$ cat src/rtl/spepc_cfg.svh
// Purpose: constants for the serial program/erase command block
// Assumes: included by bare name
// Notes:   every opcode, chip erase and wake included, is a plain define here
`ifndef SPEPC_CFG_SVH
`define SPEPC_CFG_SVH
`define SPEPC_OP_UNLOCK      8'h06
`define SPEPC_OP_LOCK        8'h04
`define SPEPC_OP_STATUS      8'h05
`define SPEPC_OP_PROGRAM     8'h02
`define SPEPC_OP_PAGE_ERASE  8'h42
`define SPEPC_OP_CHIP_ERASE0 8'h60
`define SPEPC_OP_CHIP_ERASE1 8'hc7
`define SPEPC_OP_SLEEP       8'hb9
`define SPEPC_OP_WAKE        8'hab
`define SPEPC_BUSY_BIT       0
`define SPEPC_PAGE_BYTES     64
`define SPEPC_WAKE_US        75
`define SPEPC_CLK_MHZ        125
`define SPEPC_WAKE_CYCLES    (`SPEPC_WAKE_US * `SPEPC_CLK_MHZ)
`endif

$ cat src/rtl/spepc_pkg.sv
// Purpose: types for the serial program/erase command block
// Assumes: constants come from spepc_cfg.svh
// Notes:   none
package spepc_pkg;
  typedef enum logic [1:0] {
    SPEPC_JOB_PROGRAM,
    SPEPC_JOB_PAGE_ERASE,
    SPEPC_JOB_CHIP_ERASE
  } spepc_job_type;

  // one write-buffer word toward the engine
  typedef struct packed {
    logic [5:0] offset;
    logic [7:0] data;
  } spepc_word_type;

  // job start request toward the engine
  typedef struct packed {
    spepc_job_type job;
    logic [14:0]   addr;
  } spepc_start_type;
endpackage

$ cat src/rtl/spepc_ctrl.sv
// What this block does
// - program needs unlock latch set beforehand
// - locked program ignored until next select fall
// - select rise after whole byte starts program
// - only status read accepted while programming
// - status bit zero shows busy cycle
// - only six low address bits increment
// - over 64 bytes keeps last 64
// - short program touches only addressed bytes
// - program start clears unlock latch
// - page erase ignores low six bits
// - page erase needs unlock latch set
// - two chip erase opcodes, no address
// - chip erase needs unlock latch set
// - sleep mode accepts only wake
// - wake acts on eighth rising clock edge
// - wake recovery of 75 us before ready
// - partial byte frame keeps unlock latch
// - latch cleared at reset and listed commands
//
// Purpose: spi command decoder in front of a self-timed program engine
// Assumes: spi mode 0, msb first; engine reports done as one-cycle pulse
// Notes:   pins are sampled by clk through two flops before use
`timescale 1ns/1ps
`include "spepc_cfg.svh"

module spepc_ctrl #(
  parameter int WAKE_CYCLES = `SPEPC_WAKE_CYCLES
) (
  // clock and reset
  input  wire logic                      clk,
  input  wire logic                      reset,
  // spi pins
  input  wire logic                      spi_cs_n,
  input  wire logic                      spi_sck,
  input  wire logic                      spi_sdi,
  output logic                           spi_sdo,
  // page buffer write stream toward the engine
  output spepc_pkg::spepc_word_type      buf_word,
  output logic                           buf_valid,
  input  wire logic                      buf_ready,
  // buffer clear once a program frame's second address byte is in
  output logic                           buf_clear,
  // engine start and completion
  output spepc_pkg::spepc_start_type     eng_start,
  output logic                           eng_start_valid,
  input  wire logic                      eng_done,
  // state views
  output logic                           busy_cycle_flag,
  output logic                           program_unlock_latch,
  output logic                           sleeping,
  output logic                           ready_for_commands
);
  import spepc_pkg::*;

  typedef enum logic [2:0] {
    ST_OPCODE, ST_ADDR_HI, ST_ADDR_LO, ST_DATA, ST_STATUS, ST_IGNORE,
    ST_REFUSED
  } spepc_state_type;

  ////////////////////////////////////////////////////////////////////////
  // pin synchronisers; first stage feeds only the second
  logic [2:0] sync1_r;
  logic [2:0] sync2_r;
  logic [2:0] sync3_r;

  always_ff @(posedge clk or posedge reset) begin
    if (reset) begin
      sync1_r <= 3'h4;   // idle pins: select high, sck low
      sync2_r <= 3'h4;
      sync3_r <= 3'h4;
    end else begin
      sync1_r <= {spi_cs_n, spi_sck, spi_sdi};
      sync2_r <= sync1_r;
      sync3_r <= sync2_r;
    end
  end

  logic cs_n_s;
  logic sdi_s;
  logic sck_rise;
  logic sck_fall;
  logic cs_fall;
  logic cs_rise;
  assign cs_n_s   = sync2_r[2];
  assign sdi_s    = sync2_r[0];
  assign sck_rise = sync2_r[1] & ~sync3_r[1] & ~cs_n_s;
  assign sck_fall = ~sync2_r[1] & sync3_r[1] & ~cs_n_s;
  assign cs_fall  = ~sync2_r[2] & sync3_r[2];
  assign cs_rise  = sync2_r[2] & ~sync3_r[2];

  ////////////////////////////////////////////////////////////////////////
  // bit shifter and byte framing
  logic [2:0] bit_cnt_r;
  logic [7:0] shift_r;
  logic       byte_done;
  logic [7:0] byte_val;
  assign byte_done = sck_rise && (bit_cnt_r == 3'h7);
  assign byte_val  = {shift_r[6:0], sdi_s};

  always_ff @(posedge clk or posedge reset) begin
    if (reset) begin
      bit_cnt_r <= 3'h0;
      shift_r   <= 8'h00;
    end else if (cs_fall) begin
      bit_cnt_r <= 3'h0;
    end else if (sck_rise) begin
      bit_cnt_r <= bit_cnt_r + 3'h1;
      shift_r   <= byte_val;
    end
  end

  ////////////////////////////////////////////////////////////////////////
  // command state
  spepc_state_type state_r;
  logic [7:0]  op_r;
  logic [14:0] addr_r;
  logic        whole_r;   // frame ended on a byte boundary
  logic        got_data_r;
  logic        busy_r;
  logic        sleep_r;
  localparam int WAKE_W = $clog2(WAKE_CYCLES + 1);
  logic [WAKE_W-1:0] wake_cnt_r;
  logic        waking;
  assign waking = (wake_cnt_r != '0);

  // opcode acceptance gate while busy, asleep or recovering
  function automatic logic op_allowed(input logic [7:0] op,
                                      input logic b, input logic s,
                                      input logic w);
    logic ok;
    ok = 1'b1;
    if (s) ok = (op == `SPEPC_OP_WAKE);
    else if (b) ok = (op == `SPEPC_OP_STATUS);
    else if (w) ok = 1'b0;
    return ok;
  endfunction

  always_ff @(posedge clk or posedge reset) begin
    if (reset) begin
      state_r    <= ST_OPCODE;
      op_r       <= 8'h00;
      addr_r     <= 15'h0000;
      whole_r    <= 1'b1;
      got_data_r <= 1'b0;
    end else if (cs_fall) begin
      state_r    <= ST_OPCODE;   // fresh frame after every fall
      whole_r    <= 1'b1;
      got_data_r <= 1'b0;
    end else if (sck_rise) begin
      whole_r <= (bit_cnt_r == 3'h7);
      if (byte_done) begin
        case (state_r)
          ST_OPCODE: begin
            op_r <= byte_val;
            // refused frames stay dead even if busy ends before select
            if (!op_allowed(byte_val, busy_r, sleep_r, waking))
              state_r <= ST_REFUSED;
            else if (byte_val == `SPEPC_OP_STATUS)
              state_r <= ST_STATUS;
            else if (byte_val == `SPEPC_OP_PROGRAM ||
                     byte_val == `SPEPC_OP_PAGE_ERASE)
              state_r <= program_unlock_latch ? ST_ADDR_HI
                                              : ST_REFUSED;
            else
              state_r <= ST_IGNORE;  // single-byte commands end here
          end
          ST_ADDR_HI: begin
            addr_r[14:8] <= byte_val[6:0];  // top bit dropped
            state_r      <= ST_ADDR_LO;
          end
          ST_ADDR_LO: begin
            addr_r[7:0] <= byte_val;
            state_r     <= (op_r == `SPEPC_OP_PROGRAM) ? ST_DATA : ST_IGNORE;
          end
          ST_DATA: begin
            got_data_r  <= 1'b1;
            addr_r[5:0] <= addr_r[5:0] + 6'h01;
          end
          ST_STATUS: state_r <= ST_STATUS;
          ST_IGNORE: state_r <= ST_IGNORE;
          ST_REFUSED: state_r <= ST_REFUSED;
          default:   state_r <= ST_OPCODE;
        endcase
      end
    end
  end

  ////////////////////////////////////////////////////////////////////////
  // frame end decoding
  logic frame_ok;
  logic is_chip;
  logic do_prog;
  logic do_page;
  logic do_chip;
  logic do_sleep;
  logic do_lock;
  assign frame_ok = cs_rise && whole_r && !busy_r && !sleep_r;
  assign is_chip  = (op_r == `SPEPC_OP_CHIP_ERASE0) ||
                    (op_r == `SPEPC_OP_CHIP_ERASE1);
  assign do_prog  = frame_ok && state_r == ST_DATA && got_data_r &&
                    program_unlock_latch;
  assign do_page  = frame_ok && state_r == ST_IGNORE && program_unlock_latch
                    && op_r == `SPEPC_OP_PAGE_ERASE;
  assign do_chip  = frame_ok && state_r == ST_IGNORE && !waking &&
                    program_unlock_latch && is_chip;
  assign do_sleep = frame_ok && state_r == ST_IGNORE && !waking &&
                    op_r == `SPEPC_OP_SLEEP;
  assign do_lock  = frame_ok && state_r == ST_IGNORE && !waking &&
                    op_r == `SPEPC_OP_LOCK;
  logic do_unlock;
  assign do_unlock = frame_ok && state_r == ST_IGNORE && !waking &&
                     op_r == `SPEPC_OP_UNLOCK;
  logic op_started;
  assign op_started = ~(state_r == ST_OPCODE);

  // unlock latch: reset clears; listed commands clear on success
  always_ff @(posedge clk or posedge reset) begin
    if (reset) begin
      program_unlock_latch <= 1'b0;
    end else if (do_prog || do_page || do_chip || do_sleep || do_lock) begin
      program_unlock_latch <= 1'b0;
    end else if (do_unlock && op_started) begin
      program_unlock_latch <= 1'b1;
    end
  end

  ////////////////////////////////////////////////////////////////////////
  // busy flag and engine start
  always_ff @(posedge clk or posedge reset) begin
    if (reset) begin
      busy_r          <= 1'b0;
      eng_start_valid <= 1'b0;
      eng_start       <= '0;
    end else begin
      eng_start_valid <= do_prog || do_page || do_chip;
      if (do_prog)
        eng_start <= '{job: SPEPC_JOB_PROGRAM, addr: addr_r};
      else if (do_page)
        eng_start <= '{job: SPEPC_JOB_PAGE_ERASE,
                       addr: {addr_r[14:6], 6'h00}};
      else if (do_chip)
        eng_start <= '{job: SPEPC_JOB_CHIP_ERASE, addr: 15'h0000};
      if (do_prog || do_page || do_chip)
        busy_r <= 1'b1;
      else if (eng_done)
        busy_r <= 1'b0;
    end
  end
  assign busy_cycle_flag = busy_r;

  ////////////////////////////////////////////////////////////////////////
  // sleep and wake recovery
  always_ff @(posedge clk or posedge reset) begin
    if (reset) begin
      sleep_r    <= 1'b0;
      wake_cnt_r <= '0;
    end else if (do_sleep) begin
      sleep_r <= 1'b1;
    end else if (sleep_r && byte_done && state_r == ST_OPCODE &&
                 byte_val == `SPEPC_OP_WAKE) begin
      sleep_r    <= 1'b0;
      wake_cnt_r <= WAKE_W'(WAKE_CYCLES);
    end else if (waking) begin
      wake_cnt_r <= wake_cnt_r - WAKE_W'(1);
    end
  end

  always_ff @(posedge clk or posedge reset) begin
    if (reset) begin
      sleeping           <= 1'b0;
      ready_for_commands <= 1'b1;
    end else begin
      sleeping           <= sleep_r;
      ready_for_commands <= !sleep_r && !waking;
    end
  end

  ////////////////////////////////////////////////////////////////////////
  // status output: busy bit shifted msb first on falling clock
  logic [7:0] sdo_sh_r;
  always_ff @(posedge clk or posedge reset) begin
    if (reset) begin
      sdo_sh_r <= 8'h00;
      spi_sdo  <= 1'b0;
    end else if (state_r == ST_STATUS) begin
      if (sck_fall) begin
        spi_sdo  <= sdo_sh_r[7];
        sdo_sh_r <= {sdo_sh_r[6:0], 1'b0};
        if (bit_cnt_r == 3'h0)
          spi_sdo <= 1'b0;  // msb of a fresh status byte
        if (bit_cnt_r == 3'h0)
          sdo_sh_r <= {5'h00, program_unlock_latch, busy_r, 1'b0};
      end
    end else begin
      spi_sdo  <= 1'b0;
      sdo_sh_r <= 8'h00;
    end
  end

  ////////////////////////////////////////////////////////////////////////
  // two-entry buffer toward the page buffer; last write wins per offset
  logic           skid_valid_r;
  spepc_word_type skid_word_r;
  spepc_word_type new_word;
  logic           push;
  logic           pop;
  assign new_word = '{offset: addr_r[5:0], data: byte_val};
  assign push     = byte_done && state_r == ST_DATA && !skid_valid_r;
  assign pop      = buf_valid && buf_ready;

  // output stage plus one skid entry, so the outputs leave flops;
  // a full buffer drops the word; host sck is slow versus clk
  always_ff @(posedge clk or posedge reset) begin
    if (reset) begin
      buf_valid    <= 1'b0;
      buf_word     <= '0;
      skid_valid_r <= 1'b0;
      skid_word_r  <= '0;
    end else if (pop || !buf_valid) begin
      if (skid_valid_r) begin
        buf_valid    <= 1'b1;
        buf_word     <= skid_word_r;
        skid_valid_r <= 1'b0;
      end else begin
        buf_valid <= push;
        if (push)
          buf_word <= new_word;
      end
    end else if (push) begin
      skid_valid_r <= 1'b1;
      skid_word_r  <= new_word;
    end
  end

  always_ff @(posedge clk or posedge reset) begin
    if (reset) begin
      buf_clear <= 1'b0;
    end else begin
      buf_clear <= byte_done && state_r == ST_ADDR_LO &&
                   op_r == `SPEPC_OP_PROGRAM;
    end
  end

endmodule

$ cat config.mk
export PLATFORM = sky130hd
export DESIGN_NAME = spepc_ctrl
export DESIGN_NICKNAME = d
export VERILOG_FILES = /design/src/rtl/spepc_pkg.sv /design/src/rtl/spepc_ctrl.sv
export VERILOG_INCLUDE_DIRS = /design/src /design/src/rtl
export SDC_FILE = /design/constraint.sdc
export NUM_CORES = 1
export LEC_CHECK = 0
export BUFFER_PORTS_ARGS = -buffer_cell sky130_fd_sc_hd__clkbuf_2
export CORE_ASPECT_RATIO = 0.9
export CORE_MARGIN = 5
export CORE_UTILIZATION = 57
export CTS_CLUSTER_SIZE = 16
export DETAILED_ROUTE_END_ITERATION = 10
export PLACE_DENSITY = 0.77
export RECOVER_POWER = 100
export SLEW_MARGIN = 25
export SYNTH_ARGS = -nofsm -noshare
export SYNTH_HDL_FRONTEND = slang
export SYNTH_SLANG_ARGS = --single-unit
$ cat constraint.sdc
create_clock -name clk -period 6 [get_ports clk]
set_input_delay 0 -clock clk [delete_from_list [all_inputs] [get_ports clk]]
set_output_delay 0 -clock clk [all_outputs]
set_load 0.01 [all_outputs]
==> results.cfg <==
[synth]
synthXorXnorAreaFrac = 0.0180
ys_ff_latch = 122
synthesis.nets = 471
synth_top_family_by_area = simple AND/OR/NAND/NOR gates
yosys.cell_types.count = 58
synth_top_flop_cell = dfrtp_1
netlist_area_mm2 = 0.00536
ys_warn_count = 0
yosysSeqAreaShare = 0.571
synth_top_area_frac = 0.546
synth_edf_count = 0
synthSimpleGateAreaFrac = 0.160
syn_inst = 459
synth_compound_area_frac = 0.101
muxShareOfSynthArea = 0.112
synth_fa_ha_area_frac = 0.0117
avgSynthCellArea_um2 = 11.7
async_flop_share = 1.00
synth_area_leaders = dfrtp_1 55%, mux2_2 8.0%, a22o_1 3.8%
yosysTopAreaCell = dfrtp_1

[min_path]
hold_start = spi_cs_n
hold_class = in2reg
min_to = sync1_r[2]
hold_path_depth = 2

[critical_path]
slowest_stage = nor4_1
ff2ff_setup_slack_ps = 1970
crit_family = simple AND/OR/NAND/NOR gates
cp-start-kind = flop
path_class = reg2reg
arrival_ps = 4440
slowest_delay_ps = 1120
regToRegStartpoint = wake_cnt_r[2]
rr_worst_depth = 5
critical_path_required_ps = 6400
critPathMaxFanout = 18
critPathBufInv = 0
r2r-end = eng_start[0]
path_cells = nor4_1, nand4_1, a2111o_1, nor2b_1, a22o_1
worst_setup_path_end_kind = flop

[timing]
layout_setup_ws_ps = 1970
post-route-period-util = 0.672
final.setup_skew_ps = 6.55
setup_viol = 0
tns_ps = 0
relSlewSlack = -0.972
hold_violations = 0
worstMarginPinSlew_ps = 2940
fmax_mhz = 248
period_minus_slack_ps = 4030
drv_slew = 85
rsz0062_at_grt = no
whs_ps = 118

[floorplan]
fp.coreArea_mm2 = 0.00917
die_w_um = 112
rows = 33
initial_core_util = 0.584
die_y_um = 102
io_pins = 46
die_area_mm2 = 0.0114

[power_and_ir_drop]
combPwrFrac = 0.036
sw_frac_of_total = 0.250
p_sw_mw = 0.493
ir_drop_v = 0.000253
clock_power_share = 0.514
p_seq_frac = 0.450
internal_power_mw = 1.48
cellPowerDensity_mw_per_mm2 = 317
total_power_mw = 1.97
p_leak_nw = 2.87

[detailed_routing]
drt-initial-drc-count = 333
dr_total_vias = 3795
wl_mm = 11.3
first_pass_iters = 5
drtAntennaViolNets = 0
drc = 0
avgViaCountPerCell = 5.89
routedWlPerCell_um = 17.5

[place]
gp_congestion = 0.833
portBuffers = 45
hpwlAfterDp_mm = 7.44
dp_worst_setup_slack_ps = 3460

[clocking]
clkLatencyLatePin_ps = 520
cts_resized = 0
root_buffer = clkbuf_8
cts_made_buffers = 17
cts_max_level = 4
clkTransAtPathRegs_ps = 60
cts_buffer_depth = 2
cts_tree = yes
cts.sinks = 122

[job]
max_cap_violations = 3

[global_routing]
overflow = 0
grt_pass1_wl_mm = 19.2
grt_max_degree = 70
antenna_found_initial = 0
grt_pass1_vias = 3768
grtUsageTotal = 0.213

[layout]
area_growth_pct = 16.2
final_nets = 521
diodes = 0
drive_gt1_frac = 0.159

[status]
violations = max-capacitance violations, max-slew violations
status = finished with violations
==> registers in the layout (all words and copies together), names as in the netlist, 2 cells and up <==
name	flops
skid_word_r	14
sdo_sh_r	7
eng_start	17
sync1_r	3
state_r	3
addr_r	15
sync3_r	2
buf_word	14
wake_cnt_r	14
bit_cnt_r	3
shift_r	7
sync2_r	3
op_r	8
==> area by class of cell <==
class / count / area, um2
Timing Repair Buffer: 53 / 248
Tap cell: 122 / 153
Clock buffer: 17 / 414
Sequential cell: 122 / 3060
Multi-Input combinational cell: 304 / 2120
Fill cell: 721 / 2940
Inverter: 11 / 42.5
Clock inverter: 15 / 185
==> routing by layer <==
metal,track usage,wire length (um)
met1,0.283,5040
met2,0.346,5430
met3,0.0604,632
met4,0.0619,180
met5,0,0
==> stage by stage <==
step,instances,area (um2),util
after floorplan,459,5360,-
after CTS,644,6330,0.691
after global routing,644,6220,0.679
final,644,6220,0.679
after global placement,606,5660,0.618
after detailed placement,606,5670,0.619
==> cell usage after synthesis, types with 3 or more instances <==
master / number
and3_1: 3
nor4_1: 3
dfstp_2: 5
mux2_2: 38
nor2b_1: 7
ha_1: 5
xor2_1: 10
o21ai_0: 25
inv_1: 10
nand2b_1: 7
a21oi_1: 13
mux2i_1: 17
nand2_1: 41
nand3b_1: 4
nand4_1: 9
nand4b_1: 6
nor2_1: 29
nand3_1: 11
and2_1: 3
nor4b_1: 3
nor3b_1: 4
clkbuf_1: 18
dfrtp_1: 117
a22o_1: 23
nor3_1: 9
==> cell usage in the layout (no fill, tap or decap), drive strengths merged, types with 5 or more instances in the layout <==
master	netlist	routed
nor2	29	29
clkbuf	18	63
ha	5	5
nand2b	7	7
a21oi	14	14
a22o	23	23
xor2	10	10
mux2	38	38
inv	11	17
dlygate4sd3	0	6
nand2	41	41
o21ai	27	27
dfrtp	117	117
nor4	5	5
nand3	11	11
mux2i	17	17
nand4b	6	6
nor2b	8	8
dfstp	5	5
nor3	9	9
nand4	10	10
==> power by group through the flow <==
stage	Sequential [mW]	Combinational [mW]	Clock (mW)
after floorplan	0.867	0.0683	0
after global placement	0.898	0.0673	0
after detailed placement	0.901	0.0693	0
after CTS	0.887	0.0737	1.03
after global routing	0.889	0.0809	1.08
final	0.889	0.0707	1.01
==> worst register-to-register path, stage by stage, from the launching register on <==
cell and delay [ps]:
dfrtp_1 420, nor4_1 1120, nand4_1 930, a2111o_1 680, nor2b_1 410, a22o_1 360
==> worst max-delay path by stage <==
stage	from	to	slack [ps]	cells after the start
2_1_floorplan	reset	addr_r[0]	2770	1
3_3_place_gp	sync3_r[2]	addr_r[6]	3460	4
3_5_place_dp	wake_cnt_r[2]	eng_start[3]	3460	5
4_1_cts	wake_cnt_r[2]	eng_start[0]	3450	5
5_1_grt	wake_cnt_r[2]	eng_start[4]	1690	5
6_report	wake_cnt_r[2]	eng_start[0]	1970	5
==> kinds of logic (layout without fill, tap and decap cells) <==
group                    count (synthesis)  count (layout)
AND/OR/NAND/NOR                        153             153
flip-flops                             122             122
AO/OA/AOI/OAI                           80              80
multiplexers                            55              55
buffers and inverters                   33              96
XOR/XNOR                                11              11
adder cells (fa/ha/maj)                  5               5
==> what timing repair did <==
item	4_1_cts	5_1_grt
hold buffers	6	0
setup buffers	0	0
hold endpoints to repair	72	0
(Power assumes the default switching activity.)
